--- src/hw/pin_mux_pkg.sv ---
package pin_mux_pkg;
  // Byte addresses of the select registers on the AXI4-Lite slave
  localparam logic [31:0] sel_low_addr = 32'he002c000;
  localparam logic [31:0] sel_high_addr = 32'he002c004;
  localparam logic [31:0] sel_trace_addr = 32'he002c014;
  // Reset values
  localparam logic [31:0] sel_low_reset = 32'h00000000;
  localparam logic [31:0] sel_high_reset = 32'h00000000;
  localparam logic [31:0] sel_trace_reset = 32'h00000000;
  // Only bits 3:2 of the trace/debug register are implemented
  localparam logic [31:0] sel_trace_mask = 32'h0000000c;
  // Address bits 7:0, unused: the decoder compares all 32 address bits
  localparam int addr_lsb = 0;
  localparam int addr_msb = 7;
  // Selector codes
  localparam logic [1:0] code_gpio = 2'h0;
  localparam logic [1:0] code_f1 = 2'h1;
  localparam logic [1:0] code_f2 = 2'h2;
  localparam logic [1:0] code_f3 = 2'h3;
  // Bus responses
  localparam logic [1:0] resp_okay = 2'h0;
  localparam logic [1:0] resp_slverr = 2'h2;
  // Line count and selector width
  localparam int line_count = 16;
  localparam int field_width = 2;
endpackage : pin_mux_pkg

--- src/hw/port_pin_function_select.sv ---
// Implementation choice: register access over AXI4-Lite.
module port_pin_function_select (
  input wire logic aclk,
  input wire logic aresetn,
  input wire logic [31:0] s_axi_awaddr,
  input wire logic s_axi_awvalid,
  output logic s_axi_awready,
  input wire logic [31:0] s_axi_wdata,
  input wire logic [3:0] s_axi_wstrb,
  input wire logic s_axi_wvalid,
  output logic s_axi_wready,
  output logic [1:0] s_axi_bresp,
  output logic s_axi_bvalid,
  input wire logic s_axi_bready,
  input wire logic [31:0] s_axi_araddr,
  input wire logic s_axi_arvalid,
  output logic s_axi_arready,
  output logic [31:0] s_axi_rdata,
  output logic [1:0] s_axi_rresp,
  output logic s_axi_rvalid,
  input wire logic s_axi_rready,
  // Pads of port 0 lines 0..15; pad_oe_n low means the pad is driven
  input wire logic [15:0] pad_in,
  output logic [15:0] pad_out,
  output logic [15:0] pad_oe_n,
  // GPIO unit
  input wire logic [15:0] gpio_out,
  input wire logic [15:0] gpio_direction_register,
  output logic [15:0] gpio_in,
  // Peripheral outputs and their drive enables (active high)
  input wire logic uart0_txd,
  input wire logic pulse_output_1,
  input wire logic pulse_output_2,
  input wire logic pulse_output_3,
  input wire logic pulse_output_4,
  input wire logic pulse_output_6,
  input wire logic i2c_scl_low,
  input wire logic i2c_sda_low,
  input wire logic spi0_sck_out,
  input wire logic spi0_sck_oe,
  input wire logic spi0_miso_out,
  input wire logic spi0_miso_oe,
  input wire logic spi0_mosi_out,
  input wire logic spi0_mosi_oe,
  input wire logic timer0_match_0,
  input wire logic timer0_match_1,
  input wire logic timer1_match_0,
  input wire logic timer1_match_1,
  input wire logic uart1_txd,
  input wire logic uart1_rts,
  input wire logic uart1_dtr,
  // Peripheral inputs
  output logic uart0_rxd,
  output logic uart1_rxd,
  output logic uart1_cts,
  output logic uart1_dsr,
  output logic uart1_dcd,
  output logic uart1_ri,
  output logic i2c_scl_in,
  output logic i2c_sda_in,
  output logic spi0_sck_in,
  output logic spi0_miso_in,
  output logic spi0_mosi_in,
  output logic spi0_ssel_in,
  output logic [2:0] timer0_capture,
  output logic [1:0] timer1_capture,
  output logic [3:0] ext_irq_line,
  // Trace and debug port enables from the third register
  output logic debug_port_enable,
  output logic trace_port_enable
);

  typedef struct packed {
    logic [31:0] sel_low;
    logic [31:0] sel_high;
    logic [31:0] sel_trace;
    logic aw_held;
    logic [31:0] aw_addr;
    logic w_held;
    logic [31:0] w_data;
    logic [3:0] w_strb;
    logic bvalid;
    logic [1:0] bresp;
    logic rvalid;
    logic [31:0] rdata;
    logic [1:0] rresp;
    logic aw_ready;
    logic w_ready;
    logic ar_ready;
    logic [15:0] pad_out;
    logic [15:0] pad_oe_n;
    logic [15:0] gpio_in;
    logic [5:0] uart_in;
    logic [1:0] i2c_in;
    logic [3:0] spi_in;
    logic [2:0] cap0;
    logic [1:0] cap1;
    logic [3:0] irq;
  } state_type;

  state_type cur;
  state_type next_cur;

  // Selector of line n
  function automatic logic [1:0] sel_of(input logic [31:0] reg_val, input int n);
    sel_of = reg_val[n*pin_mux_pkg::field_width +: pin_mux_pkg::field_width];
  endfunction

  // Byte-lane merge of a write
  function automatic logic [31:0] merge(input logic [31:0] old, input logic [31:0] data,
                                        input logic [3:0] strb);
    logic [31:0] res;
    res = old;
    for (int b = 0; b < 4; b++) begin
      if (strb[b]) begin
        res[b*8 +: 8] = data[b*8 +: 8];
      end
    end
    merge = res;
  endfunction

  // Bus slave and the pin crossbar, all computed into next_cur
  always_comb begin
    logic [1:0] s;
    logic [15:0] fn_out;
    logic [15:0] fn_drv;
    logic [15:0] fn_sel;
    logic [3:0] irq_v;
    next_cur = cur;
    s = 2'h0;
    fn_out = 16'h0000;
    fn_drv = 16'h0000;
    fn_sel = 16'h0000;
    irq_v = 4'h0;

    // Write address and data are taken in either order, then answered together
    if (s_axi_awvalid && cur.aw_ready) begin
      next_cur.aw_held = 1'b1;
      next_cur.aw_addr = s_axi_awaddr;
    end
    if (s_axi_wvalid && cur.w_ready) begin
      next_cur.w_held = 1'b1;
      next_cur.w_data = s_axi_wdata;
      next_cur.w_strb = s_axi_wstrb;
    end
    if (cur.aw_held && cur.w_held) begin
      next_cur.aw_held = 1'b0;
      next_cur.w_held = 1'b0;
      next_cur.bvalid = 1'b1;
      next_cur.bresp = pin_mux_pkg::resp_okay;
      unique case (cur.aw_addr)
        pin_mux_pkg::sel_low_addr: begin
          next_cur.sel_low = merge(cur.sel_low, cur.w_data, cur.w_strb);
        end
        pin_mux_pkg::sel_high_addr: begin
          next_cur.sel_high = merge(cur.sel_high, cur.w_data, cur.w_strb);
        end
        pin_mux_pkg::sel_trace_addr: begin
          next_cur.sel_trace = merge(cur.sel_trace, cur.w_data, cur.w_strb)
                               & pin_mux_pkg::sel_trace_mask;
        end
        default: begin
          next_cur.bresp = pin_mux_pkg::resp_slverr;
        end
      endcase
    end
    if (cur.bvalid && s_axi_bready) begin
      next_cur.bvalid = 1'b0;
    end

    // Reads answer one cycle after the address is taken
    if (s_axi_arvalid && cur.ar_ready) begin
      next_cur.rvalid = 1'b1;
      next_cur.rresp = pin_mux_pkg::resp_okay;
      unique case (s_axi_araddr)
        pin_mux_pkg::sel_low_addr: next_cur.rdata = cur.sel_low;
        pin_mux_pkg::sel_high_addr: next_cur.rdata = cur.sel_high;
        pin_mux_pkg::sel_trace_addr: next_cur.rdata = cur.sel_trace;
        default: begin
          next_cur.rdata = 32'h00000000;
          next_cur.rresp = pin_mux_pkg::resp_slverr;
        end
      endcase
    end else if (cur.rvalid && s_axi_rready) begin
      next_cur.rvalid = 1'b0;
    end

    // Output functions per line; reserved codes fall back to an undriven input
    for (int n = 0; n < pin_mux_pkg::line_count; n++) begin
      s = sel_of(cur.sel_low, n);
      fn_sel[n] = (s != pin_mux_pkg::code_gpio);
      unique case (n)
        0: if (s == pin_mux_pkg::code_f1) begin fn_out[n] = uart0_txd; fn_drv[n] = 1'b1; end
           else if (s == pin_mux_pkg::code_f2) begin
             fn_out[n] = pulse_output_1; fn_drv[n] = 1'b1;
           end
        1: if (s == pin_mux_pkg::code_f2) begin fn_out[n] = pulse_output_3; fn_drv[n] = 1'b1; end
        2: if (s == pin_mux_pkg::code_f1) begin fn_drv[n] = i2c_scl_low; end
        3: if (s == pin_mux_pkg::code_f1) begin fn_drv[n] = i2c_sda_low; end
           else if (s == pin_mux_pkg::code_f2) begin
             fn_out[n] = timer0_match_0; fn_drv[n] = 1'b1;
           end
        4: if (s == pin_mux_pkg::code_f1) begin
             fn_out[n] = spi0_sck_out; fn_drv[n] = spi0_sck_oe;
           end
        5: if (s == pin_mux_pkg::code_f1) begin
             fn_out[n] = spi0_miso_out; fn_drv[n] = spi0_miso_oe;
           end else if (s == pin_mux_pkg::code_f2) begin
             fn_out[n] = timer0_match_1; fn_drv[n] = 1'b1;
           end
        6: if (s == pin_mux_pkg::code_f1) begin
             fn_out[n] = spi0_mosi_out; fn_drv[n] = spi0_mosi_oe;
           end
        7: if (s == pin_mux_pkg::code_f2) begin fn_out[n] = pulse_output_2; fn_drv[n] = 1'b1; end
        8: if (s == pin_mux_pkg::code_f1) begin fn_out[n] = uart1_txd; fn_drv[n] = 1'b1; end
           else if (s == pin_mux_pkg::code_f2) begin
             fn_out[n] = pulse_output_4; fn_drv[n] = 1'b1;
           end
        9: if (s == pin_mux_pkg::code_f2) begin fn_out[n] = pulse_output_6; fn_drv[n] = 1'b1; end
        10: if (s == pin_mux_pkg::code_f1) begin fn_out[n] = uart1_rts; fn_drv[n] = 1'b1; end
        12: if (s == pin_mux_pkg::code_f2) begin
              fn_out[n] = timer1_match_0; fn_drv[n] = 1'b1;
            end
        13: if (s == pin_mux_pkg::code_f1) begin fn_out[n] = uart1_dtr; fn_drv[n] = 1'b1; end
            else if (s == pin_mux_pkg::code_f2) begin
              fn_out[n] = timer1_match_1; fn_drv[n] = 1'b1;
            end
        default: begin
        end
      endcase
      // GPIO direction only counts while GPIO is selected
      if (fn_sel[n]) begin
        next_cur.pad_out[n] = fn_out[n];
        next_cur.pad_oe_n[n] = !fn_drv[n];
      end else begin
        next_cur.pad_out[n] = gpio_out[n];
        next_cur.pad_oe_n[n] = !gpio_direction_register[n];
      end
    end

    // Input functions: pad when routed, idle level otherwise; gpio_in always follows the pad
    next_cur.gpio_in = pad_in;
    next_cur.uart_in[0] = (sel_of(cur.sel_low, 1) == pin_mux_pkg::code_f1) ? pad_in[1] : 1'b1;
    next_cur.uart_in[1] = (sel_of(cur.sel_low, 9) == pin_mux_pkg::code_f1) ? pad_in[9] : 1'b1;
    next_cur.uart_in[2] = (sel_of(cur.sel_low, 11) == pin_mux_pkg::code_f1) ? pad_in[11] : 1'b1;
    next_cur.uart_in[3] = (sel_of(cur.sel_low, 12) == pin_mux_pkg::code_f1) ? pad_in[12] : 1'b1;
    next_cur.uart_in[4] = (sel_of(cur.sel_low, 14) == pin_mux_pkg::code_f1) ? pad_in[14] : 1'b1;
    next_cur.uart_in[5] = (sel_of(cur.sel_low, 15) == pin_mux_pkg::code_f1) ? pad_in[15] : 1'b1;
    // I2C lines idle high
    next_cur.i2c_in[0] = (sel_of(cur.sel_low, 2) == pin_mux_pkg::code_f1) ? pad_in[2] : 1'b1;
    next_cur.i2c_in[1] = (sel_of(cur.sel_low, 3) == pin_mux_pkg::code_f1) ? pad_in[3] : 1'b1;
    next_cur.spi_in[0] = (sel_of(cur.sel_low, 4) == pin_mux_pkg::code_f1) ? pad_in[4] : 1'b0;
    next_cur.spi_in[1] = (sel_of(cur.sel_low, 5) == pin_mux_pkg::code_f1) ? pad_in[5] : 1'b0;
    next_cur.spi_in[2] = (sel_of(cur.sel_low, 6) == pin_mux_pkg::code_f1) ? pad_in[6] : 1'b0;
    // Slave select idles high so an unrouted SPI is never selected
    next_cur.spi_in[3] = (sel_of(cur.sel_low, 7) == pin_mux_pkg::code_f1) ? pad_in[7] : 1'b1;
    next_cur.cap0[0] = (sel_of(cur.sel_low, 2) == pin_mux_pkg::code_f2) && pad_in[2];
    next_cur.cap0[1] = (sel_of(cur.sel_low, 4) == pin_mux_pkg::code_f2) && pad_in[4];
    next_cur.cap0[2] = (sel_of(cur.sel_low, 6) == pin_mux_pkg::code_f2) && pad_in[6];
    next_cur.cap1[0] = (sel_of(cur.sel_low, 10) == pin_mux_pkg::code_f2) && pad_in[10];
    next_cur.cap1[1] = (sel_of(cur.sel_low, 11) == pin_mux_pkg::code_f2) && pad_in[11];
    // Irq inputs idle high; two pins on one irq combine as a wired AND of their levels
    irq_v = 4'hf;
    if (sel_of(cur.sel_low, 1) == pin_mux_pkg::code_f3) irq_v[0] = pad_in[1];
    if (sel_of(cur.sel_low, 3) == pin_mux_pkg::code_f3) irq_v[1] = pad_in[3];
    if (sel_of(cur.sel_low, 14) == pin_mux_pkg::code_f2) irq_v[1] = irq_v[1] & pad_in[14];
    if (sel_of(cur.sel_low, 7) == pin_mux_pkg::code_f3) irq_v[2] = pad_in[7];
    if (sel_of(cur.sel_low, 15) == pin_mux_pkg::code_f2) irq_v[2] = irq_v[2] & pad_in[15];
    if (sel_of(cur.sel_low, 9) == pin_mux_pkg::code_f3) irq_v[3] = pad_in[9];
    next_cur.irq = irq_v;

    // Readies follow the next holding state; costs one idle cycle after reset
    next_cur.aw_ready = !next_cur.aw_held && !next_cur.bvalid;
    next_cur.w_ready = !next_cur.w_held && !next_cur.bvalid;
    next_cur.ar_ready = !next_cur.rvalid;

    if (!aresetn) begin
      next_cur = '0;
      next_cur.sel_low = pin_mux_pkg::sel_low_reset;
      next_cur.sel_high = pin_mux_pkg::sel_high_reset;
      next_cur.sel_trace = pin_mux_pkg::sel_trace_reset;
      next_cur.pad_oe_n = 16'hffff;
      next_cur.uart_in = 6'h3f;
      next_cur.i2c_in = 2'h3;
      next_cur.spi_in = 4'h8;
      next_cur.irq = 4'hf;
    end
  end

  // Single state register; reset is folded into next_cur
  always_ff @(posedge aclk) begin
    cur <= next_cur;
  end

  // Ready flags are registered so the handshake never loops combinationally
  assign s_axi_awready = cur.aw_ready;
  assign s_axi_wready = cur.w_ready;
  assign s_axi_arready = cur.ar_ready;
  assign s_axi_bvalid = cur.bvalid;
  assign s_axi_bresp = cur.bresp;
  assign s_axi_rvalid = cur.rvalid;
  assign s_axi_rdata = cur.rdata;
  assign s_axi_rresp = cur.rresp;
  assign pad_out = cur.pad_out;
  assign pad_oe_n = cur.pad_oe_n;
  assign gpio_in = cur.gpio_in;
  assign {uart1_ri, uart1_dcd, uart1_dsr, uart1_cts, uart1_rxd, uart0_rxd} = cur.uart_in;
  assign {i2c_sda_in, i2c_scl_in} = cur.i2c_in;
  assign {spi0_ssel_in, spi0_mosi_in, spi0_miso_in, spi0_sck_in} = cur.spi_in;
  assign timer0_capture = cur.cap0;
  assign timer1_capture = cur.cap1;
  assign ext_irq_line = cur.irq;
  assign debug_port_enable = cur.sel_trace[2];
  assign trace_port_enable = cur.sel_trace[3];

  // Checks
  reset_low_a: assert property (@(posedge aclk) $rose(aresetn) |-> cur.sel_low == 32'h0)
    else $error("low select not zero after reset");
  gpio_dir_a: assert property (@(posedge aclk) disable iff (!aresetn)
    ($past(cur.sel_low[1:0]) == 2'h0 && $past(aresetn)) |->
    pad_oe_n[0] == !$past(gpio_direction_register[0]))
    else $error("gpio direction not applied on line 0");
  write_low_a: assert property (@(posedge aclk) disable iff (!aresetn)
    (cur.aw_held && cur.w_held && cur.aw_addr == pin_mux_pkg::sel_low_addr && cur.w_strb == 4'hf)
    |=> cur.sel_low == $past(cur.w_data))
    else $error("low select write lost");
  scl_route_a: assert property (@(posedge aclk) disable iff (!aresetn)
    ($past(cur.sel_low[5:4]) == 2'h1 && $past(aresetn)) |-> i2c_scl_in == $past(pad_in[2]))
    else $error("scl input not routed");
  cap01_route_a: assert property (@(posedge aclk) disable iff (!aresetn)
    ($past(cur.sel_low[9:8]) != 2'h2 && $past(aresetn)) |-> !timer0_capture[1])
    else $error("capture 0.1 active while unrouted");
  mosi_drive_a: assert property (@(posedge aclk) disable iff (!aresetn)
    ($past(cur.sel_low[13:12]) == 2'h1 && $past(aresetn)) |-> pad_oe_n[6] == !$past(spi0_mosi_oe))
    else $error("mosi drive wrong");
  rts_route_a: assert property (@(posedge aclk) disable iff (!aresetn)
    ($past(cur.sel_low[21:20]) == 2'h1 && $past(aresetn)) |-> pad_out[10] == $past(uart1_rts))
    else $error("rts not routed");
  cts_idle_a: assert property (@(posedge aclk) disable iff (!aresetn)
    ($past(cur.sel_low[23:22]) != 2'h1 && $past(aresetn)) |-> uart1_cts)
    else $error("cts not idle while unrouted");
  bresp_hold_a: assert property (@(posedge aclk) disable iff (!aresetn)
    (s_axi_bvalid && !s_axi_bready) |=> s_axi_bvalid)
    else $error("write response dropped");
  write_cov: cover property (@(posedge aclk) s_axi_bvalid && s_axi_bready);
  read_cov: cover property (@(posedge aclk) s_axi_rvalid && s_axi_rready);
  func_cov: cover property (@(posedge aclk) cur.sel_low[1:0] == 2'h1);

endmodule // port_pin_function_select

--- config.mk ---
export PLATFORM = sky130hd
export DESIGN_NAME = port_pin_function_select
export DESIGN_NICKNAME = d
export VERILOG_FILES = /design/src/hw/pin_mux_pkg.sv /design/src/hw/port_pin_function_select.sv
export SDC_FILE = /design/constraint.sdc
export NUM_CORES = 1
export LEC_CHECK = 0
export BUFFER_PORTS_ARGS = -buffer_cell sky130_fd_sc_hd__buf_2
export CAP_MARGIN = 10
export CORE_ASPECT_RATIO = 1.5
export CORE_MARGIN = 8
export CORE_UTILIZATION = 25
export CTS_BUF_LIST = sky130_fd_sc_hd__clkbuf_4 sky130_fd_sc_hd__clkbuf_8
export DETAILED_ROUTE_END_ITERATION = 7
export PLACE_DENSITY = 0.51
export SETUP_SLACK_MARGIN = 0.15
export SLEW_MARGIN = 20
export SYNTH_ARGS = -nofsm -noshare
export SYNTH_HDL_FRONTEND = slang
export SYNTH_SLANG_ARGS = --single-unit
--- constraint.sdc ---
create_clock -name aclk -period 1.83 [get_ports aclk]
set_clock_uncertainty 0.15 [all_clocks]
set_input_delay 0.183 -clock aclk [delete_from_list [all_inputs] [get_ports aclk]]
set_output_delay 0.183 -clock aclk [all_outputs]
set_load 0.05 [all_outputs]
==> results of run 1 <==
layer usage:
| metal | up-vias | GRT usage (%) |
|---|---|---|
| met5 | - | 0 |
| met4 | 0 | 5.48 |
| met3 | 55 | 3.38 |
| li1 | 4241 | - |
| met1 | 3931 | 15.4 |
| met2 | 230 | 23.4 |
placed cells by master (no fill, tap or decap), types with 10 or more instances in the layout:
| cell | Yosys | routed |
|---|---|---|
| dfxtp_1 | 244 | 237 |
| dlygate4sd3_1 | 0 | 145 |
| clkbuf_8 | 0 | 49 |
| buf_4 | 93 | 13 |
| nor2_1 | 27 | 27 |
| inv_1 | 14 | 14 |
| o31ai_2 | 28 | 28 |
| a21oi_1 | 79 | 78 |
| nor3_1 | 10 | 10 |
| buf_2 | 5 | 283 |
| clkbuf_4 | 0 | 15 |
| buf_12 | 0 | 15 |
| and2_1 | 15 | 14 |
| mux2i_1 | 109 | 109 |
| nand2_1 | 296 | 295 |
state kept, by name (all words and copies together), names as in the netlist, 2 cells and up:
register,count
ext_irq_line,4
pad_out,16
cur,134
s_axi_rdata,32
timer1_capture,2
pad_oe_n,16
gpio_in,16
timer0_capture,3
report_power, final:
| part | internal, µW | switching (µW) | total (µW) |
|---|---|---|---|
| combinational | 574 | 743 | 1320 |
| sequential | 5460 | 69.7 | 5530 |
| clock | 2900 | 2280 | 5180 |
| total | 8930 | 3090 | 12000 |
stage by stage:
stage | worst slack (ns) | hold WS, ns | cells
floorplan | 0.0968 | 0.130 | 1078
global placement | -0.368 | 0.237 | 1744
detailed placement | -0.378 | 0.242 | 1744
CTS | -0.0218 | 0.131 | 1966
global route | -0.0967 | 0.167 | 1968
finish | 0.0554 | 0.194 | 1969
worst max-delay path, stage by stage, from the launching register on:
cell     delay [ns]
dfxtp_2        0.33
nor4b_4        0.29
nand4_1        0.14
buf_6          0.19
nor3_4         0.23
buf_12         0.16
mux2i_1        0.18
cells by family after synthesis:
family | count (synthesis) | synth area share (%)
simple gates | 422 | 19.8
buf+inv | 165 | 10.0
compound gates | 123 | 8.60
flops | 244 | 49.0
other cells | 1 | 0.0376
mux | 113 | 11.4
fa+ha+maj | 9 | 1.13
repair_timing:
action | CTS | global route
endpoints found under the hold margin | 152 | 0
pin swaps | 2 | 2
setup endpoints to repair | 99 | 78
resized for setup | 18 | 4
gates cloned | 2 | 1
hold buffers | 145 | 0
how the worst max path moves through the flow:
stage / from / endpoint / slack, ns / depth (start not counted)
finish: cur[170] / cur[274] / 0.06 / 6
global route: cur[163] / cur[257] / -0.1 / 6
CTS: cur[163] / cur[267] / -0.02 / 6
detailed placement: s_axi_araddr[6] / s_axi_rdata[26] / -0.38 / 6
global placement: s_axi_araddr[6] / s_axi_rdata[0] / -0.37 / 6
floorplan: s_axi_arready / s_axi_rdata[12] / 0.1 / 5
area by class of cell:
class                           instances  area (µm²)  area share [%]
Antenna cell                            2        5.00          0.0355
Clock buffer                           64         787            5.58
Clock inverter                         11        90.1           0.639
Inverter                               15        58.8           0.417
Multi-Input combinational cell        670        4240            30.1
Sequential cell                       244        4900            34.7
Tap cell                              500         626            4.44
Timing Repair Buffer                  463        3390            24.1
==> flow_summary.ini, run 1 <==
[run_status]
status = finished clean

[worst_setup_path]
arrival_ns = 2.09
r2r-start = cur[170]
r2r_cells = 6
worstPathRequired_ns = 2.14
r2r_slack_ns = 0.06
cp_max_fo = 10
reg2reg_to = cur[274]
critPathKind = reg -> reg
worstSetupEndpointType = flip-flop
startpoint_type = flip-flop

[floorplan]
core_mm2 = 0.0393
ios = 288
die_h_um = 261
start_util_pct = 25.3
die_area_mm2 = 0.0466
dieWidth_um = 179
rows = 89

[synthesis]
yosysWarnings = 0
yosys.cell_types.count = 45
synthCells = 1077
ys_seq_elements = 244
avgSynthCellArea_um2 = 9.25
synth.top_cell.area_share_pct = 49.0
netlist_top_cells_area = dfxtp_1 (49%), nand2_1 (11%), mux2i_1 (11%)
synthArstFlopShare_pct = 0
synthTopCellsByCount = nand2_1 (296), dfxtp_1 (244), mux2i_1 (109)
syn-cell-area_mm2 = 0.00996
ys_seq_area_share_pct = 49.0
synth_ff_type = dfxtp_1
synth_edf_count = 0
yosysMostFrequentCell = nand2_1
yosys.area.top_type = dfxtp_1

[clock_network]
path_clk_slew_ns = 0.06
cts_root_buf = clkbuf_8
numCtsBuffers = 42
postCtsSetupBuffers = 0
clockBufferDepth = 3
clock-sinks = 244
clkLatencyLatePin_ns = 0.55
cts_tree = yes
h-tree-depth = 2

[timing]
fin_crit_sh_pct = 97.0
slew_violations = 0
hold_violations = 0
setup_viol = 0
fin_crit_ns = 1.77
worst_pin_slew_ns = 0.688
fmax_mhz = 564
relSlewSlack_pct = 54.0
tns_ns = 0
rsz0062_at_grt = true

[final_layout]
layout-drive-gt1-share_pct = 31.3
fillers = 3967
area_growth_pct = 41.5
fin_nets = 1621
postLayoutCellArea_mm2 = 0.0141
fin_util_pct = 35.9

[place]
gp_congestion = 0.735
dp_hpwl_mm = 21.8
io_buffers = 285
place_area_mm2 = 0.0116

[run]
maxCapViolations = 0

[power]
ir_drop_mv = 0.554
leakagePower_uw = 0.00573
p_total_uw = 12000
powerDensity_mw_per_mm2 = 853

[global_route]
grt_pass1_wl_mm = 48.8
antenna_found_initial = 2
grt_usage_pct = 13.5
overflow = 0
grt_max_degree = 93
grt_pass1_vias = 8918

[detailed_routing]
dr_wl_met2_mm = 16.0
wire_per_inst_um = 16.5
dr.pass1.iters = 4
ant_nets = 0
wl_met3_mm = 2.11
drt_iter0_drc = 279
totalWireLength_mm = 32.5
via_count = 8457
drc = 0
wl_met1_mm = 13.4
top_layer = met4
viasPerCell = 4.30

[worst_hold_path]
min_path_type = in -> reg
hold_start = s_axi_araddr[16]
holdPathStages = 5
min_to = s_axi_rresp[1]
Power figures use the tool's default switching activity.
==> run 2, diff against run 1 <==
--- a/config.mk
+++ b/config.mk
@@ -12,7 +12,7 @@
 export CORE_UTILIZATION = 25
 export CTS_BUF_LIST = sky130_fd_sc_hd__clkbuf_4 sky130_fd_sc_hd__clkbuf_8
 export DETAILED_ROUTE_END_ITERATION = 7
-export PLACE_DENSITY = 0.51
+export PLACE_DENSITY_LB_ADDON = 0.1
 export SETUP_SLACK_MARGIN = 0.15
 export SLEW_MARGIN = 20
 export SYNTH_ARGS = -nofsm -noshare
==> flow_summary.ini, run 2 (synthesis gave the netlist of run 1 again) <==
[detailed_routing]
drt_iter0_drc = 223
wire_per_inst_um = 16.5
totalWireLength_mm = 32.8
dr.pass1.iters = 4
drc = 0
ant_nets = 0
via_count = 8446
viasPerCell = 4.25

[timing]
hold_violations = 0
slew_violations = 0
worst_pin_slew_ns = 0.699
fin_crit_sh_pct = 102
fin_crit_ns = 1.87
fmax_mhz = 534
rsz0062_at_grt = true
setup_viol = 42
relSlewSlack_pct = 53.4
setup_slack_ns = -0.0427

[place]
place_ws_ns = -0.471
gp_congestion = 0.709
io_buffers = 285
dp.cells = 1758
place_area_mm2 = 0.0117
dp_hpwl_mm = 23.1

[final_layout]
fin_util_pct = 36.2
postLayoutCellArea_mm2 = 0.0142
area_growth_pct = 42.9
largest_register_ffs = 134
layout-drive-gt1-share_pct = 31.9
fillers = 4087
final_common_cell = nand2_1
fin_nets = 1640
layout_common_cells = nand2_1 (295), buf_2 (283), dfxtp_1 (237), dlygate4sd3_1 (149), mux2i_1 (109)
top_register = cur
stdcell_count = 1986

[global_route]
grt_pass1_wl_mm = 50.3
grt_max_degree = 71
grt_usage_pct = 13.7
overflow = 0
antenna_found_initial = 1
grt_pass1_vias = 9105

[worst_setup_path]
r2r_slack_ns = -0.04
critPathLaunch = cur[163]
worstPathRequired_ns = 2.17
arrival_ns = 2.21
worstSetupEndpointType = flip-flop
r2r_cells = 7
reg2reg_to = cur[264]
cp_max_fo = 10
startpoint_type = flip-flop
r2r-start = cur[163]
endpoint = cur[264]
critPathKind = reg -> reg

[power]
ir_drop_mv = 0.504
leakagePower_uw = 0.00584
powerDensity_mw_per_mm2 = 870
p_total_uw = 12400

[clock_network]
h-tree-depth = 2
numCtsBuffers = 44
cts_root_buf = clkbuf_8
clockBufferDepth = 3
clock-sinks = 244
cts_tree = yes
clkLatencyLatePin_ns = 0.55
path_clk_slew_ns = 0.06

[floorplan]
core_mm2 = 0.0393
rows = 89
start_util_pct = 25.3
ios = 288
die_h_um = 261
die_area_mm2 = 0.0466
dieWidth_um = 179

[run]
maxCapViolations = 0

[worst_hold_path]
min_path_type = in -> reg

[run_status]
violations = setup timing
status = finished with violations
==> run 2: cell types whose count changed in the layout (fill, tap and decap cells not counted), sizes merged <==
cell         previous run  this run
clkbuf                 65        71
clkinv                  6         2
clkinvlp                4         2
dlygate4sd3           145       149
a21oi                  80        79
bufinv                  1         2
diode                   2         1
buf                   317       331
==> run 2: critical path, stage by stage (launching register included) <==
cell,delay [ns]
dfxtp_2,0.32
nor4bb_2,0.28
buf_4,0.15
nand4_1,0.10
buf_6,0.20
nor3_4,0.22
buf_12,0.17
mux2i_1,0.19
==> run 2: power by group <==
part | leakage [µW] | total (µW) | internal (µW) | switching, µW
logic | 0.00335 | 1320 | 583 | 733
clock network | 0.000498 | 5560 | 3260 | 2300
registers | 0.00199 | 5520 | 5460 | 64.4
total | 0.00584 | 12400 | 9300 | 3100
==> run 2: per-stage QoR <==
| step | setup TNS (ns) | hold slack, ns |
|---|---|---|
| after CTS | -1.04 | 0.142 |
| after global placement | -11.29 | 0.237 |
| final | -0.969 | 0.191 |
| after detailed placement | -14.67 | 0.237 |
| after floorplan | 0 | 0.130 |
| after global routing | -6.28 | 0.161 |
==> run 2: area by class of cell <==
class	instances	area (µm²)	share of cell area (%)
timing repair buffer	481	3500	24.6
sequential	244	4900	34.4
inverter	15	58.8	0.413
clock inverter	6	85.1	0.597
tap	500	626	4.39
antenna	1	2.50	0.0176
clock buffer	70	863	6.06
multi-input combinational	669	4210	29.5
==> run 2: routing by layer <==
layer | global-route usage, % | vias up | wire length, µm
met3 | 3.44 | 51 | 1950
li1 | - | 4279 | -
met1 | 15.5 | 3913 | 13400
met5 | 0 | - | 0
met4 | 4.81 | 0 | 906
met2 | 24.5 | 203 | 16500
==> run 2: worst min path at each step <==
stage / start / endpoint / slack, ns / cells after the start
detailed placement: pad_in[2] / i2c_scl_in / 0.24 / 2
global placement: gpio_direction_register[5] / pad_oe_n[5] / 0.24 / 2
floorplan: gpio_direction_register[14] / pad_oe_n[14] / 0.13 / 1
global route: s_axi_araddr[16] / s_axi_rdata[11] / 0.16 / 6
finish: s_axi_araddr[12] / s_axi_rdata[4] / 0.19 / 6
CTS: s_axi_araddr[16] / s_axi_rdata[4] / 0.14 / 6
==> run 2: repair_timing <==
| item | 4_1_cts | 5_1_grt |
|---|---|---|
| cloned | 0 | 1 |
| setup endpoints to repair | 100 | 86 |
| pin swaps | 2 | 4 |
| buffers inserted | 0 | 1 |
| resized for setup | 8 | 15 |
| hold buffers | 149 | 0 |
| endpoints found under the hold margin | 171 | 0 |
